==> src/pkg/mcg_pkg.sv <==
// Package holding register map, field layout, reset values and timing for the clock generator.
package mcg_pkg;

  // ==========================================================================
  // Register map
  // ==========================================================================
  localparam logic [7:0] SYS_CTRL_OFFSET = 8'h00;
  localparam logic [7:0] CLK_CFG_OFFSET  = 8'h04;
  localparam logic [7:0] STATUS_OFFSET   = 8'h08;

  // ==========================================================================
  // Field positions
  // ==========================================================================
  localparam int HALVE_BIT    = 0;
  localparam int MODE_LSB     = 0;
  localparam int IDIV_LSB     = 2;
  localparam int ODIV_LSB     = 4;
  localparam int MUL_LSB      = 8;
  localparam int ST_STEP_LSB  = 0;
  localparam int ST_LOCK_BIT  = 8;
  localparam int ST_HALF_BIT  = 9;

  // ==========================================================================
  // Field widths and limits
  // ==========================================================================
  localparam int IDIV_W = 2;
  localparam int ODIV_W = 4;
  localparam int MUL_W  = 5;
  localparam int STEP_W = 6;
  localparam int DIV_W  = 6;
  localparam int ACC_W  = 7;
  localparam logic [3:0] ODIV_MAX = 4'hE;

  // ==========================================================================
  // Clock source modes and reset values
  // ==========================================================================
  localparam logic [1:0] MODE_LOOP     = 2'h3;
  localparam logic [1:0] MODE_RESERVED = 2'h2;
  localparam logic [1:0] MODE_RST      = 2'h0;
  localparam logic [1:0] IDIV_RST      = 2'h0;
  localparam logic [3:0] ODIV_RST      = 4'h0;
  localparam logic [4:0] MUL_RST       = 5'h0;
  localparam logic       HALVE_RST     = 1'b0;

  // ==========================================================================
  // Timing
  // ==========================================================================
  localparam int CORE_CLK_HZ  = 10_000_000;
  localparam int RAMP_STEP_NS = 1000;
  localparam int RAMP_CYCLES  = (RAMP_STEP_NS * (CORE_CLK_HZ / 1_000_000)) / 1000;

  typedef struct packed {
    logic [1:0]        mode;
    logic [IDIV_W-1:0] idiv;
    logic [ODIV_W-1:0] odiv;
    logic [MUL_W-1:0]  mul;
  } mcg_cfg_t;

  typedef struct packed {
    logic [ACC_W-1:0] mc_ticks;
    logic [ACC_W-1:0] cpu_ticks;
    logic [ACC_W-1:0] sys_ticks;
  } mcg_ticks_t;

endpackage

==> src/design/mcg_clock_gen.sv <==
// Master clock generator: prescaler bypass, ramped loop mode, processor and system clock rates.
//
// Function
// - Processor clock equals master clock or half of it, picked by one bit.
// - System clock for peripherals always runs at the processor clock rate.
// - Bypass mode divides oscillator by (input prescale+1) times (output prescale+1).
// - Bypass with both prescales zero passes the oscillator clock straight through.
// - Input prescale accepts up to 3, output prescale up to 14.
// - Loop mode gives oscillator times (multiply+1) over the two prescale products.
// - Loop mode ramps the multiply factor toward target one unit per interval; a prescale change applies whole at the next ramp boundary.
//
// Local design decisions: the placing of the registers and register access over APB.
`timescale 1ns/1ps
module mcg_clock_gen
(
  input  wire logic                 core_clk,
  input  wire logic                 reset,
  input  wire logic                 psel,
  input  wire logic                 penable,
  input  wire logic                 pwrite,
  input  wire logic [7:0]           paddr,
  input  wire logic [31:0]          pwdata,
  output logic      [31:0]          prdata,
  output logic                      pready,
  output logic                      pslverr,
  output mcg_pkg::mcg_ticks_t       ticks
);

  // ==========================================================================
  // Elaboration checks
  // ==========================================================================
  if (mcg_pkg::RAMP_CYCLES < 1)
  begin : g_bad_ramp
    $error("Ramp interval must be at least one cycle.");
  end

  // ==========================================================================
  // Declarations
  // ==========================================================================
  mcg_pkg::mcg_cfg_t             cfg_q;
  logic                          halve_q;
  logic [mcg_pkg::STEP_W-1:0]    step_q;
  logic [mcg_pkg::DIV_W-1:0]     div_q;
  logic [mcg_pkg::ACC_W-1:0]     acc_q;
  logic [mcg_pkg::ACC_W-1:0]     acc_sum;
  logic [mcg_pkg::ACC_W-1:0]     mc_ticks_q;
  logic [mcg_pkg::ACC_W-1:0]     cpu_ticks_q;
  logic                          half_q;
  logic [mcg_pkg::ACC_W:0]       half_sum;
  logic [7:0]                    ramp_cnt_q;
  logic [mcg_pkg::STEP_W-1:0]    target;
  logic [mcg_pkg::DIV_W-1:0]     div_d;
  logic                          loop_mode;
  logic                          locked;
  logic                          wr_en;
  logic                          rd_setup;
  logic                          addr_ok;
  logic [31:0]                   prdata_q;

  assign loop_mode = (cfg_q.mode == mcg_pkg::MODE_LOOP);
  assign target    = loop_mode ? mcg_pkg::STEP_W'(cfg_q.mul) + 6'h01 : 6'h01;
  // The prescale product reaches sixty, so both factors are widened before multiplying.
  assign div_d     = (mcg_pkg::DIV_W'(cfg_q.idiv) + 6'h01)
                     * (mcg_pkg::DIV_W'(cfg_q.odiv) + 6'h01);
  assign locked    = (step_q == target) && (div_q == div_d);

  // ==========================================================================
  // APB slave
  // ==========================================================================
  assign addr_ok  = (paddr == mcg_pkg::SYS_CTRL_OFFSET) || (paddr == mcg_pkg::CLK_CFG_OFFSET)
                    || (paddr == mcg_pkg::STATUS_OFFSET);
  assign wr_en    = psel && penable && pwrite && addr_ok;
  assign rd_setup = psel && !penable;
  assign pready   = 1'b1;
  assign pslverr  = psel && penable && !addr_ok;
  assign prdata   = prdata_q;

  always_ff @(posedge core_clk)
  begin
    if (reset)
    begin
      prdata_q <= 32'h0000_0000;
    end
    else if (rd_setup)
    begin
      case (paddr)
        mcg_pkg::SYS_CTRL_OFFSET: prdata_q <= {31'h0000_0000, halve_q};
        mcg_pkg::CLK_CFG_OFFSET:  prdata_q <= {19'h0_0000, cfg_q.mul, cfg_q.odiv,
                                               cfg_q.idiv, cfg_q.mode};
        mcg_pkg::STATUS_OFFSET:   prdata_q <= {22'h00_0000, half_q, locked, 2'h0, step_q};
        default:                  prdata_q <= 32'h0000_0000;
      endcase
    end
  end

  // ==========================================================================
  // Configuration registers
  // ==========================================================================
  always_ff @(posedge core_clk)
  begin
    if (reset)
    begin
      halve_q <= mcg_pkg::HALVE_RST;
    end
    else if (wr_en && paddr == mcg_pkg::SYS_CTRL_OFFSET)
    begin
      halve_q <= pwdata[mcg_pkg::HALVE_BIT];
    end
  end

  always_ff @(posedge core_clk)
  begin
    if (reset)
    begin
      cfg_q.mode <= mcg_pkg::MODE_RST;
      cfg_q.idiv <= mcg_pkg::IDIV_RST;
      cfg_q.odiv <= mcg_pkg::ODIV_RST;
      cfg_q.mul  <= mcg_pkg::MUL_RST;
    end
    else if (wr_en && paddr == mcg_pkg::CLK_CFG_OFFSET)
    begin
      if (pwdata[mcg_pkg::MODE_LSB +: 2] != mcg_pkg::MODE_RESERVED)
      begin
        cfg_q.mode <= pwdata[mcg_pkg::MODE_LSB +: 2];
      end
      cfg_q.idiv <= pwdata[mcg_pkg::IDIV_LSB +: mcg_pkg::IDIV_W];
      if (pwdata[mcg_pkg::ODIV_LSB +: mcg_pkg::ODIV_W] <= mcg_pkg::ODIV_MAX)
      begin
        cfg_q.odiv <= pwdata[mcg_pkg::ODIV_LSB +: mcg_pkg::ODIV_W];
      end
      cfg_q.mul <= pwdata[mcg_pkg::MUL_LSB +: mcg_pkg::MUL_W];
    end
  end

  // ==========================================================================
  // Rate control: bypass jumps at once, loop ramps one unit per interval
  // ==========================================================================
  always_ff @(posedge core_clk)
  begin
    if (reset)
    begin
      ramp_cnt_q <= 8'h00;
    end
    else if (ramp_cnt_q == 8'(mcg_pkg::RAMP_CYCLES - 1))
    begin
      ramp_cnt_q <= 8'h00;
    end
    else
    begin
      ramp_cnt_q <= ramp_cnt_q + 8'h01;
    end
  end

  always_ff @(posedge core_clk)
  begin
    if (reset)
    begin
      step_q <= 6'h01;
    end
    else if (!loop_mode)
    begin
      step_q <= 6'h01;
    end
    else if (ramp_cnt_q == 8'h00 && step_q < target)
    begin
      step_q <= step_q + 6'h01;
    end
    else if (ramp_cnt_q == 8'h00 && step_q > target)
    begin
      step_q <= step_q - 6'h01;
    end
  end

  // Loop mode takes the divisor over only on a ramp boundary; bypass takes it over every cycle.
  always_ff @(posedge core_clk)
  begin
    if (reset)
    begin
      div_q <= 6'h01;
    end
    else if (!loop_mode || ramp_cnt_q == 8'h00)
    begin
      div_q <= div_d;
    end
  end

  // ==========================================================================
  // Master clock: fractional accumulator, ticks per oscillator cycle
  // ==========================================================================
  // Bypass adds one at once, so a loop step left over from a mode change never leaks through.
  assign acc_sum = acc_q + (loop_mode ? mcg_pkg::ACC_W'(step_q) : 7'h01);

  always_ff @(posedge core_clk)
  begin
    if (reset)
    begin
      acc_q      <= 7'h00;
      mc_ticks_q <= 7'h00;
    end
    else if (acc_q >= mcg_pkg::ACC_W'(div_q))
    begin
      acc_q      <= 7'h00;
      mc_ticks_q <= 7'h00;
    end
    else
    begin
      acc_q      <= acc_sum % mcg_pkg::ACC_W'(div_q);
      mc_ticks_q <= acc_sum / mcg_pkg::ACC_W'(div_q);
    end
  end

  // ==========================================================================
  // Processor and system clock
  // ==========================================================================
  assign half_sum = {1'b0, mc_ticks_q} + {7'h00, half_q};

  always_ff @(posedge core_clk)
  begin
    if (reset)
    begin
      half_q      <= 1'b0;
      cpu_ticks_q <= 7'h00;
    end
    else if (halve_q)
    begin
      half_q      <= half_sum[0];
      cpu_ticks_q <= half_sum[mcg_pkg::ACC_W:1];
    end
    else
    begin
      half_q      <= 1'b0;
      cpu_ticks_q <= mc_ticks_q;
    end
  end

  logic [mcg_pkg::ACC_W-1:0] mc_ticks_d1;

  always_ff @(posedge core_clk)
  begin
    if (reset)
    begin
      mc_ticks_d1 <= 7'h00;
    end
    else
    begin
      mc_ticks_d1 <= mc_ticks_q;
    end
  end

  assign ticks.mc_ticks  = mc_ticks_d1;
  assign ticks.cpu_ticks = cpu_ticks_q;
  assign ticks.sys_ticks = cpu_ticks_q;
endmodule

==> config.mk <==
export PLATFORM = sky130hd
export DESIGN_NAME = mcg_clock_gen
export DESIGN_NICKNAME = d
export VERILOG_FILES = /design/src/pkg/mcg_pkg.sv /design/src/design/mcg_clock_gen.sv
export SDC_FILE = /design/constraint.sdc
export NUM_CORES = 1
export LEC_CHECK = 0
export ABC_AREA = 1
export BUFFER_PORTS_ARGS = -buffer_cell sky130_fd_sc_hd__buf_4
export CORE_AREA = 5 5 118 120
export CTS_CLUSTER_DIAMETER = 40
export CTS_CLUSTER_SIZE = 24
export DETAILED_ROUTE_END_ITERATION = 12
export DIE_AREA = 0 0 123 125
export PLACE_DENSITY = 0.66
export SLEW_MARGIN = 40
export SYNTH_ARGS = -nofsm -noshare
export SYNTH_HDL_FRONTEND = slang
export SYNTH_SLANG_ARGS = --single-unit
export TNS_END_PERCENT = 50
==> constraint.sdc <==
create_clock -name core_clk -period 25.4 [get_ports core_clk]
set_clock_uncertainty 0.05 [all_clocks]
set_input_delay 5.08 -clock core_clk [delete_from_list [all_inputs] [get_ports core_clk]]
set_output_delay 5.08 -clock core_clk [all_outputs]
set_load 0.05 [all_outputs]
==> impl_metrics.yaml, run 1 <==
status:
  outcome: "completed"
cells_and_area:
  fin_nets: 952
  area_growth_syn_to_layout_pct: 15.0
  diodes: 0
  drive_gt1_share_pct: 13.9
  utilization_pct: 50.4
  fill_cells: 1285
logic_synthesis:
  yosys_warnings: 0
  synth-async-reset-ratio_pct: 0
  synth_top_family_by_area: "simple AND/OR/NAND/NOR gates"
  synth_common_cells: "nand2_1, inv_1, nor2_1"
  synth-compound-area-share_pct: 14.7
  yosys.area_share.simple_pct: 25.0
  yosysMostFrequentCell: "nand2_1"
  synth_top_area_share_pct: 27.0
  avgSynthCellArea_sq_um: 7.20
  synth_xor_area_share_pct: 4.81
  ys.flop_type: "dfxtp_1"
  synth_fa_ha_area_share_pct: 16.2
  syn_inst: 784
  ys_top_cells_by_area: "dfxtp_1, ha_1, nand2_1"
  ys_ff_latch: 76
  synth_top_area_cell: "dfxtp_1"
  synth_enable_flop_cells: 0
  synth_area_sq_um: 5640
  synth_cell_types: 54
  synthMuxAreaShare_pct: 0
  yosysSeqAreaShare_pct: 27.0
sta:
  worst_pin_slew_ns: 0.695
  final-setup-viol-count: 0
  period_minus_slack_ns: 11.44
  hold_ws_ns: 0.415
  post-route-period-util_pct: 45.0
  tns_ns: 0
  hold_violations: 0
  rsz0062_at_grt: "false"
  drv_slew: 0
  relSlewSlack_pct: 53.6
  timing.fmax_ghz: 0.0874
floorplan:
  die_y_um: 125
  ios: 100
  coreArea_sq_um: 12900
  dieArea_sq_um: 15400
  die_w_um: 123
  fp-row-count: 42
  initial_core_util_pct: 43.8
clocking:
  tritoncts: "done"
  clk_pin_slew_ns: 0.05
  cts_buffers: 9
  cts-root-buf: "clkbuf_16"
  cts.sinks: 76
  post_cts_resized: 0
  htree_levels: 3
  hold_buffers: 0
  cts_setup_buffers: 0
  clockBufferDepth: 2
  clkLatencyLatePin_ns: 0.34
critical_path:
  cp_max_fo: 10
  critPathLaunchType: "primary input"
  critPathMaxStageDelay_ns: 0.34
  arrival_ns: 6.31
  worstPathRequired_ns: 20.27
  crit_path_end_kind: "primary output"
  crit_type: "primary input to primary output"
  crit_path_frequent_cell: "buf_4"
  crit_slowest_cell: "nor4_2"
  path_cells: "buf_4 -> nor4_2 -> nand4_2 -> o21ai_0 -> nor2_1 -> buf_4"
placement:
  place_congestion: 0.855
  io_buffers: 60
  post-dp-hpwl_um: 10300
route:
  drcViolationCount: 0
  vias: 4892
  avgViaCountPerCell: 4.81
  drt_pass1_iterations: 5
  routed_wl_um: 12900
  drtIter0Drc: 311
  avgRoutedWirePerCell_um: 12.7
  drtAntennaViolNets: 0
run:
  maxCapViolCount: 0
global_route:
  track_usage_pct: 16.8
  grt_max_degree: 33
  overflow: 0
  grt_pass1_vias: 4541
  grt_antenna_before_repair: 0
  grt_pass1_wl_um: 21100
worst_hold_path:
  min_path_type: "flip-flop to flip-flop"
## area by class of cell
type,instances,area (sq um),area share (%)
Clock inverter,6,113,1.73
Inverter,119,447,6.88
Clock buffer,9,225,3.47
Tap cell,176,220,3.39
Sequential cell,76,1520,23.4
Multi-Input combinational cell,571,3510,54.0
Timing Repair Buffer,61,458,7.05
## cell families after synthesis
group	Yosys count
adders and majority gates	69
buffers and inverters	155
xor gates and xnor gates	31
and+or+nand+nor	311
DFF	76
AOI/OAI and AO/OA	140
other	2
## routing by layer
layer  share of wire, %  wire [um]  GRT usage [%]  up-vias
li1                   -          -              -     2638
met1                 47       6060           21.8     2137
met2                 47       6010           28.7      106
met3                5.0        642           2.66       11
met4                1.4        179           4.50        0
met5                  0          0              0        -
## sequential cells by signal (all words and copies together) (netlist names)
| register | flops |
|---|---|
| prdata | 13 |
| ramp_cnt_q | 8 |
| div_q | 6 |
| acc_q | 7 |
| step_q | 6 |
| half_q | 1 |
| cpu_ticks_q | 7 |
| halve_q | 1 |
| cfg_q | 13 |
| mc_ticks_d1 | 7 |
| mc_ticks_q | 7 |
## critical path: cells and delay by family
kind	cells	cell delay, ns
AOI/OAI and AO/OA	1	0.21
buffers and inverters	2	0.30
and+or+nand+nor	3	0.71
## path summary, 6_finish.rpt
kind / start / end / slack (ns) / cells past startpoint
hold reg to reg: mc_ticks_q[0] / mc_ticks_d1[0] / 0.42 / 2
hold / removal: mc_ticks_q[0] / mc_ticks_d1[0] / 0.42 / 2
setup reg to reg: cfg_q[11] / mc_ticks_q[0] / 14.89 / 63
setup / recovery: paddr[5] / pslverr / 13.96 / 6
## cells in the final DEF (no fill, tap or decap), types with 2 or more instances in the layout
cell type,synthesis,layout
xnor2_1,8,8
a21oi_2,2,2
nor4_1,2,2
xor2_1,23,23
a31oi_1,2,2
o21ai_1,6,6
o22ai_1,5,5
conb_1,2,20
a21o_1,3,3
nor2_4,2,2
o21ai_0,42,42
fa_1,7,7
nor2_2,4,5
clkbuf_16,0,9
or2_2,5,5
nand2_2,4,4
nand3_2,6,6
bufinv_16,0,3
nand3_1,34,34
a211oi_1,11,11
o211ai_1,3,3
and2_1,4,4
nor2_1,82,81
dfxtp_1,76,76
a21oi_1,51,51
o21ai_2,3,3
nor3_1,12,12
o221a_2,2,2
nand4_1,11,11
ha_1,62,62
inv_2,4,4
inv_1,114,114
nand2_1,136,136
buf_4,27,61
## stage by stage
step                area, sq um  cells  worst slack (ns)
floorplan                  5710    802             14.18
global placement           6150   1003             13.97
detailed placement         6150   1003             13.93
CTS                        6490   1018             13.93
global route               6490   1018             13.79
finish                     6490   1018             13.96
Power of run 1 is left out: the tool's default activity adds up to more than one toggle a clock period on the data nets, which glitch-free logic cannot reach.
==> run 2, diff against run 1 <==
clock period = 11.3 ns   (was 25.4 ns; I/O delays follow)
==> run 2 against run 1 <==
Core utilization increased by 0.38 points; global-route usage increased by 0.79 points; final cell count about the same.
==> impl_metrics.yaml, run 2 (same netlist as run 1, synthesis figures left out) <==
sta:
  post-route-period-util_pct: 90.2
  hold_violations: 0
  timing.fmax_ghz: 0.0981
  relSlewSlack_pct: 53.4
  rsz0062_at_grt: "false"
  tns_ns: 0
  worst_pin_slew_ns: 0.698
  drv_slew: 0
  final-setup-viol-count: 0
  period_minus_slack_ns: 10.19
clocking:
  clkLatencyLatePin_ns: 0.34
  clockBufferDepth: 2
  cts_buffers: 9
  tritoncts: "done"
  htree_levels: 3
  cts-root-buf: "clkbuf_16"
  cts.sinks: 76
  clk_pin_slew_ns: 0.06
critical_path:
  reg2reg_depth: 63
  critPathMaxStageDelay_ns: 0.44
  crit_path_frequent_cell: "nand2_1"
  arrival_ns: 10.36
  crit_type: "flip-flop to flip-flop"
  cp_max_fo: 10
  crit_slowest_cell: "fa_1"
  crit_path_end_kind: "flip-flop"
  worstPathRequired_ns: 11.47
  critPathLaunchType: "flip-flop"
worst_hold_path:
  min_path_type: "flip-flop to flip-flop"
  whs_path_depth: 2
status:
  outcome: "completed"
global_route:
  grt_max_degree: 33
  met2_usage_pct: 29.0
  track_usage_pct: 17.6
  grt-busiest-layer: "met2"
  grt_pass1_vias: 4746
  overflow: 0
  grt_use_met1_pct: 22.6
  grt_pass1_wl_um: 22100
  use_met3_pct: 3.07
  grt_antenna_before_repair: 0
cells_and_area:
  mostFrequentLayoutCell: "nand2_1"
  layout_common_cells: "nand2_1, inv_1, nor2_1, dfxtp_1"
  area_growth_syn_to_layout_pct: 15.9
  drive_gt1_share_pct: 14.2
  diodes: 0
  fin_nets: 953
route:
  avgRoutedWirePerCell_um: 13.0
  routed_wl_um: 13200
  vias: 4961
  drtAntennaViolNets: 0
  drcViolationCount: 0
  drtIter0Drc: 282
  drt_pass1_iterations: 5
  avgViaCountPerCell: 4.87
floorplan:
  initial_core_util_pct: 43.8
  die_y_um: 125
  coreArea_sq_um: 12900
  fp-row-count: 42
  dieArea_sq_um: 15400
  die_w_um: 123
  ios: 100
run:
  maxCapViolCount: 0
placement:
  post-dp-hpwl_um: 10400
  io_buffers: 60
  place_congestion: 0.873
==> run 2: path summary, 6_finish.rpt <==
kind | startpoint | end | slack [ns]
worst min register to register | mc_ticks_q[0] | mc_ticks_d1[0] | 0.40
worst max-delay path | cfg_q[11] | mc_ticks_q[0] | 1.11
worst min-delay path | mc_ticks_q[0] | mc_ticks_d1[0] | 0.40
worst max register to register | cfg_q[11] | mc_ticks_q[0] | 1.11
==> run 2: routing by layer <==
layer | up-vias | share of wire [%]
met4 | 0 | 2.3
met5 | - | 0
met2 | 122 | 45
met1 | 2181 | 47
met3 | 22 | 5.6
li1 | 2636 | -
==> run 2: cell type report <==
type                    instances  area [sq um]
clock buffers                   9           225
clock inverters                 6           138
fillers                      1282          6330
inverters                     119           447
multi-input cells             571          3520
flip-flops and latches         76          1520
well taps                     176           220
repair buffers                 62           465
==> run 2: stage by stage <==
step	setup slack [ns]	cells	utilization, %	hold WS (ns)	cell area, sq um
2_1_floorplan	2.02	802	-	0.379	5710
3_3_place_gp	0.987	1003	47.8	0.396	6150
3_5_place_dp	0.887	1003	47.8	0.403	6150
4_1_cts	0.806	1018	50.6	0.408	6520
5_1_grt	0.122	1019	50.8	0.438	6540
6_report	1.11	1019	50.8	0.404	6540
==> run 2: critical path: cells and delay by family (launching register included) <==
kind            cells  cell delay, ns
simple gates       30            3.44
buf+inv             9            0.80
compound gates     15            2.62
fa+ha+maj           9            2.77
flops               1            0.39
==> run 2: timing repair <==
action                                  CTS  global route
setup buffers                             0             1
endpoints found under the setup margin    0             8
hold buffers                              0             0
gates resized for setup                   0             4
Power of run 2 is left out for the same reason.
==> run 3, diff against run 2 <==
PLACE_DENSITY = 0.69   (was 0.66)
clock period = 8.4 ns   (was 11.3 ns; I/O delays follow)
==> run 3 against run 2 <==
The run now ends with setup timing left; worst hold slack improved by 0.0071 ns; non-clock buffer count increased by 116; routed wire length rose by 13%; die area did not move; critical path type unchanged; critical endpoint is now acc_q[5].
==> impl_metrics.yaml, run 3 (same netlist as run 1, synthesis figures left out) <==
status:
  outcome: "finished, violations left"
  violations: "setup timing"
sta:
  period_minus_slack_ns: 8.59
  worst_pin_slew_ns: 0.702
  relSlewSlack_pct: 53.0
  final-setup-viol-count: 8
  drv_slew: 0
  hold_violations: 0
  rsz0062_at_grt: "true"
  setup_slack_ns: -0.195
  tns_ns: -1.32
  post-route-period-util_pct: 102
  timing.fmax_ghz: 0.116
global_route:
  grt_antenna_before_repair: 0
  grt_max_degree: 33
  overflow: 0
  track_usage_pct: 18.8
  grt_pass1_vias: 5289
  grt_pass1_wl_um: 23900
route:
  avgRoutedWirePerCell_um: 13.1
  drt_pass1_iterations: 5
  routed_wl_um: 14900
  avgViaCountPerCell: 4.91
  vias: 5583
  drtIter0Drc: 339
  drtAntennaViolNets: 0
  drcViolationCount: 0
critical_path:
  crit_slowest_cell: "dfxtp_2"
  path_delay_family: "simple AND/OR/NAND/NOR gates"
  path_buf_inv: 12
  critPathMaxStageDelay_ns: 0.33
  crit_path_end_kind: "flip-flop"
  critPathLaunchType: "flip-flop"
  crit_type: "flip-flop to flip-flop"
  cp_max_fo: 7
  worstPathRequired_ns: 8.62
  arrival_ns: 8.81
  crit_path_frequent_cell: "nand2_2"
placement:
  dp.cells: 1093
  place_congestion: 0.857
  io_buffers: 60
  post-dp-hpwl_um: 11000
cells_and_area:
  layout.cells.non_filler: 1137
  fin_nets: 1070
  layout_common_cells: "buf_4, nand2_1, inv_1, nor2_1, dfxtp_1"
  diodes: 0
  mostFrequentLayoutCell: "buf_4"
  fill_cells: 1097
  final-seq-area_sq_um: 1520
  area_growth_syn_to_layout_pct: 39.9
  drive_gt1_share_pct: 32.5
  multiInputGateArea_sq_um: 3990
run:
  maxCapViolCount: 0
clocking:
  clk_pin_slew_ns: 0.06
  cts_buffers: 9
  cts.sinks: 76
  tritoncts: "done"
  clkLatencyLatePin_ns: 0.33
  cts-root-buf: "clkbuf_16"
  clockBufferDepth: 2
  htree_levels: 3
worst_hold_path:
  min_path_type: "flip-flop to flip-flop"
floorplan:
  coreArea_sq_um: 12900
  ios: 100
  die_w_um: 123
  initial_core_util_pct: 43.8
  dieArea_sq_um: 15400
  die_y_um: 125
  fp-row-count: 42
run 3: cell count changes in the layout (fill, tap and decap cells not counted), sizes merged:
| cell | previous run | this run |
|---|---|---|
| clkinvlp | 0 | 2 |
| buf | 62 | 178 |
| clkbuf | 9 | 10 |
| clkinv | 3 | 2 |
| inv | 118 | 119 |
| bufinv | 4 | 3 |
run 3: worst paths after layout:
check / start / endpoint / slack [ns] / cells past startpoint
setup reg to reg: cfg_q[12] / acc_q[5] / -0.19 / 66
hold reg to reg: mc_ticks_q[0] / mc_ticks_d1[0] / 0.41 / 2
hold / removal: mc_ticks_q[0] / mc_ticks_d1[0] / 0.41 / 2
setup / recovery: cfg_q[12] / acc_q[5] / -0.19 / 66
run 3: cell type report:
cell class | instances | area share (%)
inverters | 119 | 5.75
multi-input cells | 571 | 50.5
repair buffers | 178 | 17.3
clock buffers | 10 | 2.90
repair inverters | 1 | 0.0951
flip-flops and latches | 76 | 19.3
well taps | 176 | 2.79
clock inverters | 6 | 1.41
run 3: metal layers:
layer  part of all wire, %  vias up  GRT usage [%]
met4                   3.2        0           8.01
met3                   4.5       40           2.12
met1                    43     2538           22.9
li1                      -     2873              -
met5                     0        -              0
met2                    49      132           33.0
run 3: tightest hold or removal path, cell delays in order, from the launching register on:
cell and delay (ns):
dfxtp_1 0.31, inv_1 0.07, nor2_1 0.04
run 3: per-stage QoR:
stage                     setup WS (ns)  instance area [sq um]  hold WS, ns  util (%)
final                            -0.195                   7900        0.411      61.3
after global routing             -0.767                   7900        0.433      61.3
after CTS                        -0.270                   7600        0.412      59.0
after detailed placement         -0.590                   6950        0.402      54.0
after global placement           -0.494                   6950        0.396      54.0
after floorplan                  -0.203                   5820        0.379         -
run 3: timing repair:
item,in CTS,in global routing
cloned,1,0
hold buffers,0,0
setup buffers,17,10
endpoints found under the setup margin,8,8
gates resized for setup,35,43
pin swaps,42,33
Power of run 3 is left out for the same reason.
